--- src/hw/pfw_defines.svh ---
// timing counts, register offsets and field positions for the flash writer
`ifndef PFW_DEFINES_SVH
`define PFW_DEFINES_SVH
`define PFW_CLK_MHZ 50
`define PFW_TWP_NS 90
`define PFW_TWPH_NS 100
`define PFW_TAH_NS 50
`define PFW_TDS_NS 35
`define PFW_TOEHP_NS 150
`define PFW_BYTE_LOAD_WINDOW_US 150
`define PFW_TWC_MS 10
// least times round up, longest time rounds down
`define PFW_TWP_CYC ((`PFW_TWP_NS * `PFW_CLK_MHZ + 999) / 1000)
`define PFW_TWPH_CYC ((`PFW_TWPH_NS * `PFW_CLK_MHZ + 999) / 1000)
`define PFW_TAH_CYC ((`PFW_TAH_NS * `PFW_CLK_MHZ + 999) / 1000)
`define PFW_TOEHP_CYC ((`PFW_TOEHP_NS * `PFW_CLK_MHZ + 999) / 1000)
`define PFW_BYTE_LOAD_WINDOW_CYC (`PFW_BYTE_LOAD_WINDOW_US * `PFW_CLK_MHZ)
`define PFW_TWC_CYC (`PFW_TWC_MS * 1000 * `PFW_CLK_MHZ)
// software register offsets
`define PFW_REG_CTRL 4'h0
`define PFW_REG_ADDR 4'h1
`define PFW_REG_DATA 4'h2
`define PFW_REG_STAT 4'h3
`define PFW_REG_RDAT 4'h4
`define PFW_REG_CNT 4'h5
// ctrl command codes
`define PFW_CMD_LOAD 3'h1
`define PFW_CMD_READ 3'h2
`define PFW_CMD_POLL 3'h3
`define PFW_CMD_ENDPG 3'h4
// status bit positions
`define PFW_ST_BUSY 0
`define PFW_ST_DONE 1
`define PFW_ST_TMO 2
`define PFW_ST_LATE 3
`endif

--- src/hw/pfw_pkg.sv ---
// types for the page flash write controller
package pfw_pkg;
  typedef enum logic [6:0] {
    PFW_IDLE = 7'h01,
    PFW_WLOW = 7'h02,
    PFW_WHIGH = 7'h04,
    PFW_RLOW = 7'h08,
    PFW_RHIGH = 7'h10,
    PFW_POLL = 7'h20,
    PFW_DONE = 7'h40
  } pfw_state_t;
endpackage : pfw_pkg

--- src/hw/pfw_ctrl.sv ---
// host-side controller driving a parallel page flash
//
// Implementation choices: the address map and the plain strobed port.
`timescale 1ns/10ps
`include "pfw_defines.svh"
module pfw_ctrl #(
  parameter int TWC_CYC = `PFW_TWC_CYC,
  parameter int BYTE_LOAD_WINDOW_CYC = `PFW_BYTE_LOAD_WINDOW_CYC,
  parameter int PAGE_BYTES = 64
) (
  input wire logic clk,
  input wire logic reset_n,
  input wire logic [3:0] reg_addr,
  input wire logic [15:0] reg_wdata,
  input wire logic reg_wr,
  input wire logic reg_rd,
  output logic [15:0] reg_rdata,
  output logic [14:0] flash_addr,
  output logic chip_sel_n,
  output logic out_drive_n,
  output logic write_strobe_n,
  output logic [7:0] flash_dq_out,
  output logic flash_dq_oe,
  input wire logic [7:0] flash_dq_in
);
  localparam int CW = 24;
  localparam logic [3:0] TWP = 4'(`PFW_TWP_CYC);
  localparam logic [3:0] TWPH = 4'(`PFW_TWPH_CYC);
  localparam logic [3:0] TOEHP = 4'(`PFW_TOEHP_CYC);

  pfw_pkg::pfw_state_t st_q, st_d; // sequencer state
  logic [14:0] addr_q, addr_d; // target address
  logic [7:0] wdat_q, wdat_d; // byte to load
  logic [7:0] rdat_q, rdat_d; // last byte read
  logic [2:0] cmd_q, cmd_d; // command in progress
  logic [3:0] ph_q, ph_d; // pulse width counter
  logic [CW-1:0] blc_q, blc_d; // cycles since last load
  logic [CW-1:0] wc_q, wc_d; // program cycle watchdog
  logic [6:0] nload_q, nload_d; // loads in this page
  logic loading_q, loading_d; // page load open
  logic busy_q, busy_d, done_q, done_d, tmo_q, tmo_d, late_q, late_d;
  logic prev6_q, prev6_d; // toggle bit of previous poll
  logic first_q, first_d; // first poll read pending
  logic [15:0] rdata_q, rdata_d; // read data register
  logic [7:0] dq_sync; // synchronised data pins
  logic start; // accepted command

  pfw_sync #(.W(8)) u_sync (
    .clk(clk),
    .reset_n(reset_n),
    .din(flash_dq_in),
    .dout(dq_sync)
  );

  // software command accepted only when idle
  assign start = reg_wr && reg_addr == `PFW_REG_CTRL
                 && st_q == pfw_pkg::PFW_IDLE;

  // next-state logic for sequencer and registers
  always_comb begin
    st_d = st_q;
    addr_d = addr_q;
    wdat_d = wdat_q;
    rdat_d = rdat_q;
    cmd_d = cmd_q;
    ph_d = ph_q;
    blc_d = blc_q;
    wc_d = wc_q;
    nload_d = nload_q;
    loading_d = loading_q;
    busy_d = busy_q;
    done_d = done_q;
    tmo_d = tmo_q;
    late_d = late_q;
    prev6_d = prev6_q;
    first_d = first_q;
    // register writes; sticky flags cleared by status write
    if (reg_wr) begin
      case (reg_addr)
        // pins stay put while a pulse runs
        `PFW_REG_ADDR: begin
          if (st_q == pfw_pkg::PFW_IDLE) begin
            addr_d = reg_wdata[14:0];
          end
        end
        `PFW_REG_DATA: begin
          if (st_q == pfw_pkg::PFW_IDLE) begin
            wdat_d = reg_wdata[7:0];
          end
        end
        `PFW_REG_STAT: begin
          done_d = 1'b0;
          tmo_d = 1'b0;
          late_d = 1'b0;
        end
        default: ;
      endcase
    end
    // window since last load, counts while page open
    if (loading_q && blc_q != CW'(BYTE_LOAD_WINDOW_CYC)) begin
      blc_d = blc_q + CW'(1);
    end
    case (st_q)
      pfw_pkg::PFW_IDLE: begin
        if (start) begin
          cmd_d = reg_wdata[2:0];
          ph_d = 4'h0;
          case (reg_wdata[2:0])
            `PFW_CMD_LOAD: begin
              // command series go out as plain loads
              if (loading_q && blc_q == CW'(BYTE_LOAD_WINDOW_CYC)) begin
                late_d = 1'b1; // window missed
                loading_d = 1'b0;
                nload_d = 7'h00;
              end
              st_d = pfw_pkg::PFW_WLOW;
            end
            `PFW_CMD_READ: st_d = pfw_pkg::PFW_RLOW;
            `PFW_CMD_POLL: begin
              first_d = 1'b1;
              wc_d = '0;
              busy_d = 1'b1;
              loading_d = 1'b0;
              st_d = pfw_pkg::PFW_RLOW;
            end
            `PFW_CMD_ENDPG: begin
              // stop loading; device starts cycle on first read frame
              loading_d = 1'b0;
              nload_d = 7'h00;
              first_d = 1'b1;
              wc_d = '0;
              busy_d = 1'b1;
              st_d = pfw_pkg::PFW_RLOW;
            end
            default: st_d = pfw_pkg::PFW_IDLE;
          endcase
        end
      end
      // write strobe low with drive off
      pfw_pkg::PFW_WLOW: begin
        ph_d = ph_q + 4'h1;
        if (ph_q == TWP - 4'h1) begin
          ph_d = 4'h0;
          st_d = pfw_pkg::PFW_WHIGH;
        end
      end
      // strobe high: address hold and pulse high time
      pfw_pkg::PFW_WHIGH: begin
        ph_d = ph_q + 4'h1;
        if (ph_q == TWPH - 4'h1) begin
          ph_d = 4'h0;
          loading_d = 1'b1;
          blc_d = '0; // restart load window
          if (nload_q != 7'(PAGE_BYTES)) begin
            nload_d = nload_q + 7'h01; // count toward full page
          end
          st_d = pfw_pkg::PFW_DONE;
        end
      end
      // read pulse: drive and select low
      pfw_pkg::PFW_RLOW: begin
        ph_d = ph_q + 4'h1;
        if (cmd_q != `PFW_CMD_READ) begin
          wc_d = wc_q + CW'(1);
        end
        if (ph_q == TOEHP - 4'h1) begin
          ph_d = 4'h0;
          rdat_d = dq_sync;
          st_d = pfw_pkg::PFW_RHIGH;
        end
      end
      // high gap between reads makes the toggle advance
      pfw_pkg::PFW_RHIGH: begin
        ph_d = ph_q + 4'h1;
        if (cmd_q != `PFW_CMD_READ) begin
          wc_d = wc_q + CW'(1);
        end
        if (ph_q == TOEHP - 4'h1) begin
          ph_d = 4'h0;
          st_d = (cmd_q == `PFW_CMD_READ) ? pfw_pkg::PFW_DONE
                                          : pfw_pkg::PFW_POLL;
        end
      end
      // compare toggle bit with previous read only
      pfw_pkg::PFW_POLL: begin
        prev6_d = rdat_q[6];
        first_d = 1'b0;
        if (!first_q && rdat_q[6] == prev6_q) begin
          busy_d = 1'b0; // cycle over
          st_d = pfw_pkg::PFW_DONE;
        end else if (wc_q >= CW'(TWC_CYC)) begin
          busy_d = 1'b0;
          tmo_d = 1'b1;
          st_d = pfw_pkg::PFW_DONE;
        end else begin
          st_d = pfw_pkg::PFW_RLOW; // same address again
        end
      end
      pfw_pkg::PFW_DONE: begin
        done_d = 1'b1;
        st_d = pfw_pkg::PFW_IDLE;
      end
      default: st_d = pfw_pkg::PFW_IDLE;
    endcase
  end

  // register read mux, data one cycle after strobe
  always_comb begin
    rdata_d = 16'h0000;
    if (reg_rd) begin
      case (reg_addr)
        `PFW_REG_CTRL: rdata_d = {13'h0000, cmd_q};
        `PFW_REG_ADDR: rdata_d = {1'b0, addr_q};
        `PFW_REG_DATA: rdata_d = {8'h00, wdat_q};
        `PFW_REG_STAT: begin
          rdata_d[`PFW_ST_BUSY] = (st_q != pfw_pkg::PFW_IDLE) || busy_q;
          rdata_d[`PFW_ST_DONE] = done_q;
          rdata_d[`PFW_ST_TMO] = tmo_q;
          rdata_d[`PFW_ST_LATE] = late_q;
        end
        `PFW_REG_RDAT: rdata_d = {8'h00, rdat_q};
        `PFW_REG_CNT: rdata_d = {9'h000, nload_q};
        default: rdata_d = 16'h0000;
      endcase
    end
  end

  // state registers
  always_ff @(posedge clk) begin
    if (!reset_n) begin
      st_q <= pfw_pkg::PFW_IDLE;
      addr_q <= 15'h0000;
      wdat_q <= 8'h00;
      rdat_q <= 8'h00;
      cmd_q <= 3'h0;
      ph_q <= 4'h0;
      blc_q <= '0;
      wc_q <= '0;
      nload_q <= 7'h00;
      loading_q <= 1'b0;
      busy_q <= 1'b0;
      done_q <= 1'b0;
      tmo_q <= 1'b0;
      late_q <= 1'b0;
      prev6_q <= 1'b0;
      first_q <= 1'b0;
      rdata_q <= 16'h0000;
    end else begin
      st_q <= st_d;
      addr_q <= addr_d;
      wdat_q <= wdat_d;
      rdat_q <= rdat_d;
      cmd_q <= cmd_d;
      ph_q <= ph_d;
      blc_q <= blc_d;
      wc_q <= wc_d;
      nload_q <= nload_d;
      loading_q <= loading_d;
      busy_q <= busy_d;
      done_q <= done_d;
      tmo_q <= tmo_d;
      late_q <= late_d;
      prev6_q <= prev6_d;
      first_q <= first_d;
      rdata_q <= rdata_d;
    end
  end

  // pin drive from state; address held whole cycle
  assign flash_addr = addr_q;
  assign chip_sel_n = !(st_q == pfw_pkg::PFW_WLOW
                        || st_q == pfw_pkg::PFW_RLOW);
  assign write_strobe_n = (st_q != pfw_pkg::PFW_WLOW);
  assign out_drive_n = (st_q != pfw_pkg::PFW_RLOW);
  assign flash_dq_out = wdat_q;
  assign flash_dq_oe = (st_q == pfw_pkg::PFW_WLOW
                        || st_q == pfw_pkg::PFW_WHIGH);
  assign reg_rdata = rdata_q;
endmodule : pfw_ctrl

--- src/hw/pfw_sync.sv ---
// three-flop input synchroniser for the flash data pins
`timescale 1ns/10ps
module pfw_sync #(
  parameter int W = 8
) (
  input wire logic clk,
  input wire logic reset_n,
  input wire logic [W-1:0] din,
  output logic [W-1:0] dout
);
  logic [W-1:0] s1_q, s2_q, s3_q, hold_q;
  logic [W-1:0] s1_d, s2_d, s3_d, hold_d;
  // next values; a change counts once stages two and three agree
  always_comb begin
    s1_d = din;
    s2_d = s1_q;
    s3_d = s2_q;
    hold_d = hold_q;
    for (int i = 0; i < W; i++) begin
      if (s2_q[i] == s3_q[i]) begin
        hold_d[i] = s3_q[i];
      end
    end
  end
  // register stages
  always_ff @(posedge clk) begin
    if (!reset_n) begin
      s1_q <= '0;
      s2_q <= '0;
      s3_q <= '0;
      hold_q <= '0;
    end else begin
      s1_q <= s1_d;
      s2_q <= s2_d;
      s3_q <= s3_d;
      hold_q <= hold_d;
    end
  end
  assign dout = hold_q;
endmodule : pfw_sync

--- config.mk ---
export PLATFORM = sky130hd
export DESIGN_NAME = pfw_ctrl
export DESIGN_NICKNAME = d
export VERILOG_FILES = /design/src/hw/pfw_pkg.sv /design/src/hw/pfw_ctrl.sv /design/src/hw/pfw_sync.sv
export VERILOG_INCLUDE_DIRS = /design/src /design/src/hw
export SDC_FILE = /design/constraint.sdc
export NUM_CORES = 1
export LEC_CHECK = 0
export ABC_CLOCK_PERIOD_IN_PS = 4100
export BUFFER_PORTS_ARGS = -buffer_cell sky130_fd_sc_hd__buf_4
export CAP_MARGIN = 25
export CORE_ASPECT_RATIO = 0.7
export CORE_MARGIN = 1
export CORE_UTILIZATION = 65
export CTS_BUF_LIST = sky130_fd_sc_hd__clkbuf_8
export CTS_CLUSTER_DIAMETER = 80
export DETAILED_ROUTE_END_ITERATION = 6
export PLACE_DENSITY = 0.87
export SLEW_MARGIN = 20
export SYNTH_ARGS = -nofsm -noshare
export SYNTH_HDL_FRONTEND = slang
export SYNTH_SLANG_ARGS = --single-unit
export TNS_END_PERCENT = 50
--- constraint.sdc ---
create_clock -name clk -period 4.1 [get_ports clk]
set_input_delay 0.615 -clock clk [delete_from_list [all_inputs] [get_ports clk]]
set_output_delay 0.615 -clock clk [all_outputs]
set_load 0.02 [all_outputs]
==> run summary, run 1 <==
Final setup viols: 0
initial antenna violation count: 0
Die H: 87.8 um
post-synthesis xor/xnor area fraction: 0.0192
IO Port Bufs: 72
WL/cell: 17.6 um
multiplexer share of the synthesized area: 0.0599
vias: 6281
CP cell instances: or4_1 -> nor4b_1 -> inv_1 -> buf_4
CP max-delay cell: or4_1
H-tree depth: 4
share of power burned in combinational logic: 0.043
Worst R2R Path Depth: 5
Post-Syn Nets: 820
Post-Synth Adder-Cell Area: 0.0146
final hold vios: 0
die width: 125 um
Syn Area/Cell: 8.76 um2
io pins: 75
sequential share of power: 0.541
Worst-Skew Late Latency: 460 ps
CTS-repair resized insts: 0
Internal: 2.03 mW
Power, Total: 2.80 mW
Cells after Synth: 780
Initial Utilization: 0.687
number of global-route vias before repair: 5615
status: finished, final reports clean
most common cell in the netlist: dfxtp_1
CTS Buffer Depth: 2
Critical Path Sink: out_drive_n
Post-CTS Setup Inserts: 0
fin crit share: 0.768
WS Path Type: reg -> out
TritonCTS clock tree: built
Synth Cell Area: 6840 um2
hpwl dp: 11700 um
CP required: 3480 ps
largest net degree at the start of global routing: 43
largest cells by area after synthesis: dfxtp_1 (45%), mux2i_1 (4.8%), nand2_1 (4.6%), a21oi_1 (4.5%), nor2_1 (3.6%)
Final TNS setup: 0 ps
Area Overhead vs Synth: 15.0%
leak pwr: 2.91 nW
Synth top area share: 0.451
P per Cell Area: 356 nW/um2
Max-Cap Viols: 0
DRT Pass-1 Iters: 5
critical path startpoint: st_q[2]
antenna viol nets, final: 0
Worst R2R End: nload_q[6]
crit path buf inv count: 2
global-route usage over all layers: 0.315
async set-reset flop share out of synthesis: 0
total of warnings raised by yosys: 0
top_reg_cell synth: dfxtp_1
CP top delay family: simple AND/OR/NAND/NOR gates
TritonCTS Sinks: 154
Post-synth EDFFs: 0
Synth cell types: 68
Max Clk Rate: 0.318 GHz
total CTS buffers: 17
Crit Path Max Fanout: 7
Nets: 877
first-pass GRT wire length: 27500 um
Slew Limit Fails: 0
Antenna Diode Count: 0
Post-route DRC: 0
main combinational cell family by area after synthesis: simple AND/OR/NAND/NOR gates
Sw Ratio: 0.277
delay of the slowest cell on the worst path: 670 ps
Placer Congestion: 0.907
hold path startpoint: flash_dq_in[0]
gr ovfl total: 0
Fin Clk Skew: 18.8 ps
Critical Path AT: 2530 ps
minimum clock period: 3150 ps
Crit path depth: 4
die area: 10900 um2
Hold-fix buffers, CTS: 0
worst-margin pin slew: 942 ps
startpoint types: flip-flop
sequential area share after synthesis: 0.451
reg2reg start: st_q[2]
worst rel slew slack: 0.368
Clk pin slew, worst setup/hold paths: 110 ps
Critical Path End Type: output pin
Sw Pwr: 0.775 mW
maximum vdd drop: 0.267 mV
Hold Crit Class: in -> reg
Total Wirelength: 17200 um
Synth Register Bits: 154
post-synthesis compound-gate area fraction: 0.157
R2R Setup Slk: 1170 ps
# rows: 30
synth cell count leaders: dfxtp_1 (154), nand2_1 (84), nor2_1 (65)
clk root buf: clkbuf_8
core area: 9950 um2
Clock Power Share: 0.415
simple-gate area share of the yosys netlist: 0.262
Iter 0 DRT Violations: 588
RSZ-0062 raised after global routing: false
proportion of layout cells with a drive suffix above 1: 0.154
vias per cell: 6.42
Yosys top cell by area: dfxtp_1
## power groups by stage
stage	Combinational (mW)	Clock [mW]	Sequential, mW
6_report	0.122	1.16	1.52
5_1_grt	0.130	1.24	1.52
4_1_cts	0.118	1.17	1.52
3_5_place_dp	0.117	0	1.55
3_3_place_gp	0.112	0	1.55
2_1_floorplan	0.0646	0	1.55
## flip-flops by register name (all words and copies together), names as in the netlist, 3 cells and up
register and count:
ph_q 4, blc_q 24, reg_rdata 15, rdat_q 8, flash_addr 15, flash_dq_out 8
u_sync.dout 8, u_sync.s3_q 8, cmd_q 3, u_sync.s1_q 8, wc_q 24, u_sync.s2_q 8
st_q 7, nload_q 7
## logic make-up after synthesis
family / count (synthesis)
and+or+nand+nor: 337
muxes: 39
other: 1
buffers and inverters: 61
adders and majority gates: 8
xor gates and xnor gates: 15
AOI/OAI and AO/OA: 165
DFF: 154
## per-stage QoR
step / setup WS [ps] / hold slack, ps / instances / instance area (um2) / util
global placement: 1270 / 413 / 946 / 7430 / 0.747
finish: 951 / 349 / 978 / 7860 / 0.790
floorplan: 1580 / 412 / 780 / 6840 / -
CTS: 998 / 335 / 978 / 7850 / 0.789
global route: 810 / 337 / 978 / 7860 / 0.790
detailed placement: 1160 / 425 / 946 / 7430 / 0.747
## placed cells by master (no fill, tap or decap), types with 3 or more instances in the layout
cell       Yosys  routed
nor2_1        65      65
nand2_1       84      84
o21ai_0       26      26
and4_1         6       6
mux2_2         5       5
and2_1        36      36
or4_1         19      19
nand3_1       24      24
and3_1        15      15
o41ai_1        3       3
o21bai_1       3       3
o211ai_1       8       8
nand4_1       16      16
dfxtp_1      154     154
mux2i_1       33      33
nand3b_1       5       5
o21a_1         3       3
nand2b_1      10      10
o31ai_1       19      18
nor3b_1        5       5
inv_6          0       5
a21oi_1       62      62
buf_4          1      78
xor2_1         9       9
nor3_1        11      11
nor2b_1        6       6
a31oi_1        3       3
o311ai_0       6       6
o2111ai_1      4       4
or3_1         11      11
nor4_1         8       8
xnor2_1        6       6
clkbuf_8       0      17
ha_1           8       8
a22oi_1        7       7
or4b_2         3       3
inv_1         20      20
clkinv_8       0       7
## worst reg2reg max path: cells and delay by family (launching register included)
kind | cells | cell delay [ps]
DFF | 1 | 480
and+or+nand+nor | 3 | 1740
AOI/OAI and AO/OA | 2 | 620
## layer usage
| metal | global-route usage | share of wire | up-vias |
|---|---|---|---|
| li1 | - | - | 2942 |
| met1 | 0.414 | 0.43 | 2985 |
| met2 | 0.508 | 0.46 | 307 |
| met3 | 0.0745 | 0.087 | 47 |
| met4 | 0.124 | 0.021 | 0 |
| met5 | 0 | 0 | - |
## how the worst min path moves through the flow
| stage | depth (start not counted) | to |
|---|---|---|
| 6_report | 2 | u_sync.s1_q[0] |
| 2_1_floorplan | 1 | u_sync.s2_q[0] |
| 4_1_cts | 2 | u_sync.s1_q[5] |
| 3_5_place_dp | 1 | u_sync.s2_q[5] |
| 5_1_grt | 2 | u_sync.s1_q[0] |
| 3_3_place_gp | 1 | u_sync.s2_q[1] |
## layout make-up
cell class	count	area (um2)
clock buffer	17	234
clock inverter	15	189
fill	642	2090
inverter	21	78.8
multi-input combinational	565	3530
sequential	154	3080
tap	128	160
timing repair buffer	78	586
Note: power is estimated with default switching activity, not from simulation.
==> inputs of run 2 (changes only) <==
- ABC_CLOCK_PERIOD_IN_PS: 4100 -> 3000
- CORE_UTILIZATION: 65 -> 61
- PLACE_DENSITY: 0.87 -> 0.82
- clock period: 4.1 -> 3 ns (I/O delays scaled with it)
==> run 2 against run 1 <==
Against the previous run: the flow now finishes with violations (DRC); count of clock-buffer cells in the layout unchanged; register-to-register slack worse by 910 ps; first-iteration DRC count down 3.2%; clock skew up 4.2 ps; non-clock buffer count up 9; final cell count up 3.0%; critical endpoint is now flash_dq_oe; highest routed layer unchanged; hold slack worse by 170 ps; via count down 2.1%.
==> run summary, run 2 (synthesis gave the netlist of run 1 again) <==
status: finished, violations left
Post-route DRC: 3 (+3)
Critical Path End Type: output pin
Hold-fix buffers, CTS: 0 (unchanged)
core area: 10600 um2 (+6.8%)
hpwl dp: 11700 um (-0.43%)
Total Wirelength: 16800 um (-2.3%)
CP required: 2550 ps (-930 ps)
TritonCTS clock tree: built
Register Area: 3080 um2 (unchanged)
Max Clk Rate: 0.347 GHz
Final setup viols: 0 (unchanged)
number of global-route vias before repair: 5724 (+1.9%)
Antenna Diode Count: 0 (unchanged)
Post-CTS Setup Inserts: 0 (unchanged)
CTS-repair resized insts: 0 (unchanged)
Fillers: 812 (+26%)
proportion of layout cells with a drive suffix above 1: 0.163 (+0.00886)
worst-margin pin slew: 792 ps (-150 ps)
worst rel slew slack: 0.471 (+0.103)
gr ovfl total: 0 (unchanged)
clk root buf: clkbuf_8
die area: 11600 um2 (+6.4%)
Critical Path AT: 2430 ps (-100 ps)
Iter 0 DRT Violations: 569 (-3.2%)
top flop regs: blc_q (24), wc_q (24)
Final TNS setup: 0 ps (unchanged)
P per Cell Area: 483 nW/um2 (+36%)
die width: 129 um (+3.2%)
violated checks: DRC
minimum clock period: 2880 ps
Max-Cap Viols: 0 (unchanged)
maximum vdd drop: 0.462 mV (+73%)
WL/cell: 16.7 um (-5.1%)
Slew Limit Fails: 0 (unchanged)
global-route usage over all layers: 0.296 (-0.0186)
Clk pin slew, worst setup/hold paths: 110 ps (about the same)
initial antenna violation count: 0 (unchanged)
Die H: 90.6 um (+3.2%)
startpoint types: flip-flop
TritonCTS Sinks: 154 (unchanged)
Nets: 886 (+1.0%)
vias per cell: 6.11 (-4.9%)
total CTS buffers: 17 (unchanged)
Area Overhead vs Synth: 16.4%
Crit Path Max Fanout: 7 (unchanged)
Initial Utilization: 0.643 (-0.0440)
# rows: 31 (+3.3%)
Fin Clk Skew: 23.0 ps (+4.21 ps)
Placer Congestion: 0.966 (+6.4%)
fin crit share: 0.961
CTS Buffer Depth: 2 (unchanged)
Min Hold Slack: 176 ps (-173 ps)
Hold Crit Class: in -> reg
H-tree depth: 4 (unchanged)
IO Port Bufs: 72 (unchanged)
leak pwr: 2.96 nW (+1.6%)
final hold vios: 0 (unchanged)
most common cell after layout, fill and taps aside: dfxtp_1
RSZ-0062 raised after global routing: false
first-pass GRT wire length: 27400 um (-0.48%)
vias: 6152 (-2.1%)
io pins: 75 (unchanged)
WS Path Type: reg -> out
DRT Pass-1 Iters: 7 (+2)
footprint of the multi-input gates: 3530 um2 (unchanged)
antenna viol nets, final: 0 (unchanged)
Worst-Skew Late Latency: 470 ps (about the same)
largest net degree at the start of global routing: 60 (+40%)
commonest non-fill, non-tap cells in the layout: dfxtp_1 (154), buf_4 (87), nand2_1 (84), nor2_1 (65), a21oi_1 (62)
==> run 2: cell type report <==
cell class,instances,share of cell area
Sequential cell,154,0.388
Inverter,21,0.00991
Clock inverter,15,0.0241
Timing Repair Buffer,87,0.0821
Multi-Input combinational cell,565,0.444
Clock buffer,17,0.0294
Tap cell,148,0.0233
==> run 2: final timing paths <==
kind | from | to | slack [ps] | cells after the start
worst max-delay path | st_q[2] | flash_dq_oe | 120 | 5
worst min-delay path | flash_dq_in[2] | u_sync.s1_q[2] | 180 | 2
worst max register to register | st_q[2] | nload_q[6] | 260 | 6
worst min register to register | u_sync.s1_q[1] | u_sync.s2_q[1] | 440 | 1
==> run 2: metrics by stage <==
step	cell area, um2	setup WS, ps	cells	power [mW]	utilization
finish	7960	118	1007	3.84	0.749
global route	7960	45.4	1007	3.96	0.749
CTS	7940	141	1006	3.85	0.747
detailed placement	7510	245	974	2.28	0.707
global placement	7510	331	974	2.27	0.707
floorplan	6840	518	780	2.21	-
==> run 2: critical path, stage by stage (launching register included) <==
cell     delay, ps
dfxtp_1        450
or4b_2         680
nor2_1         440
nor2_1         190
inv_1           80
buf_4          130
==> run 2: report_power, final <==
part	switching, mW	total, mW	internal (mW)
sequential	0.00963	2.07	2.06
combinational	0.100	0.166	0.0652
clock	0.957	1.61	0.648
==> run 2: routing by layer <==
metal	vias up	part of all wire	GRT usage
li1	2955	-	-
met1	2931	0.46	0.403
met2	239	0.46	0.465
met3	27	0.067	0.0646
met4	0	0.014	0.0990
met5	-	0	0
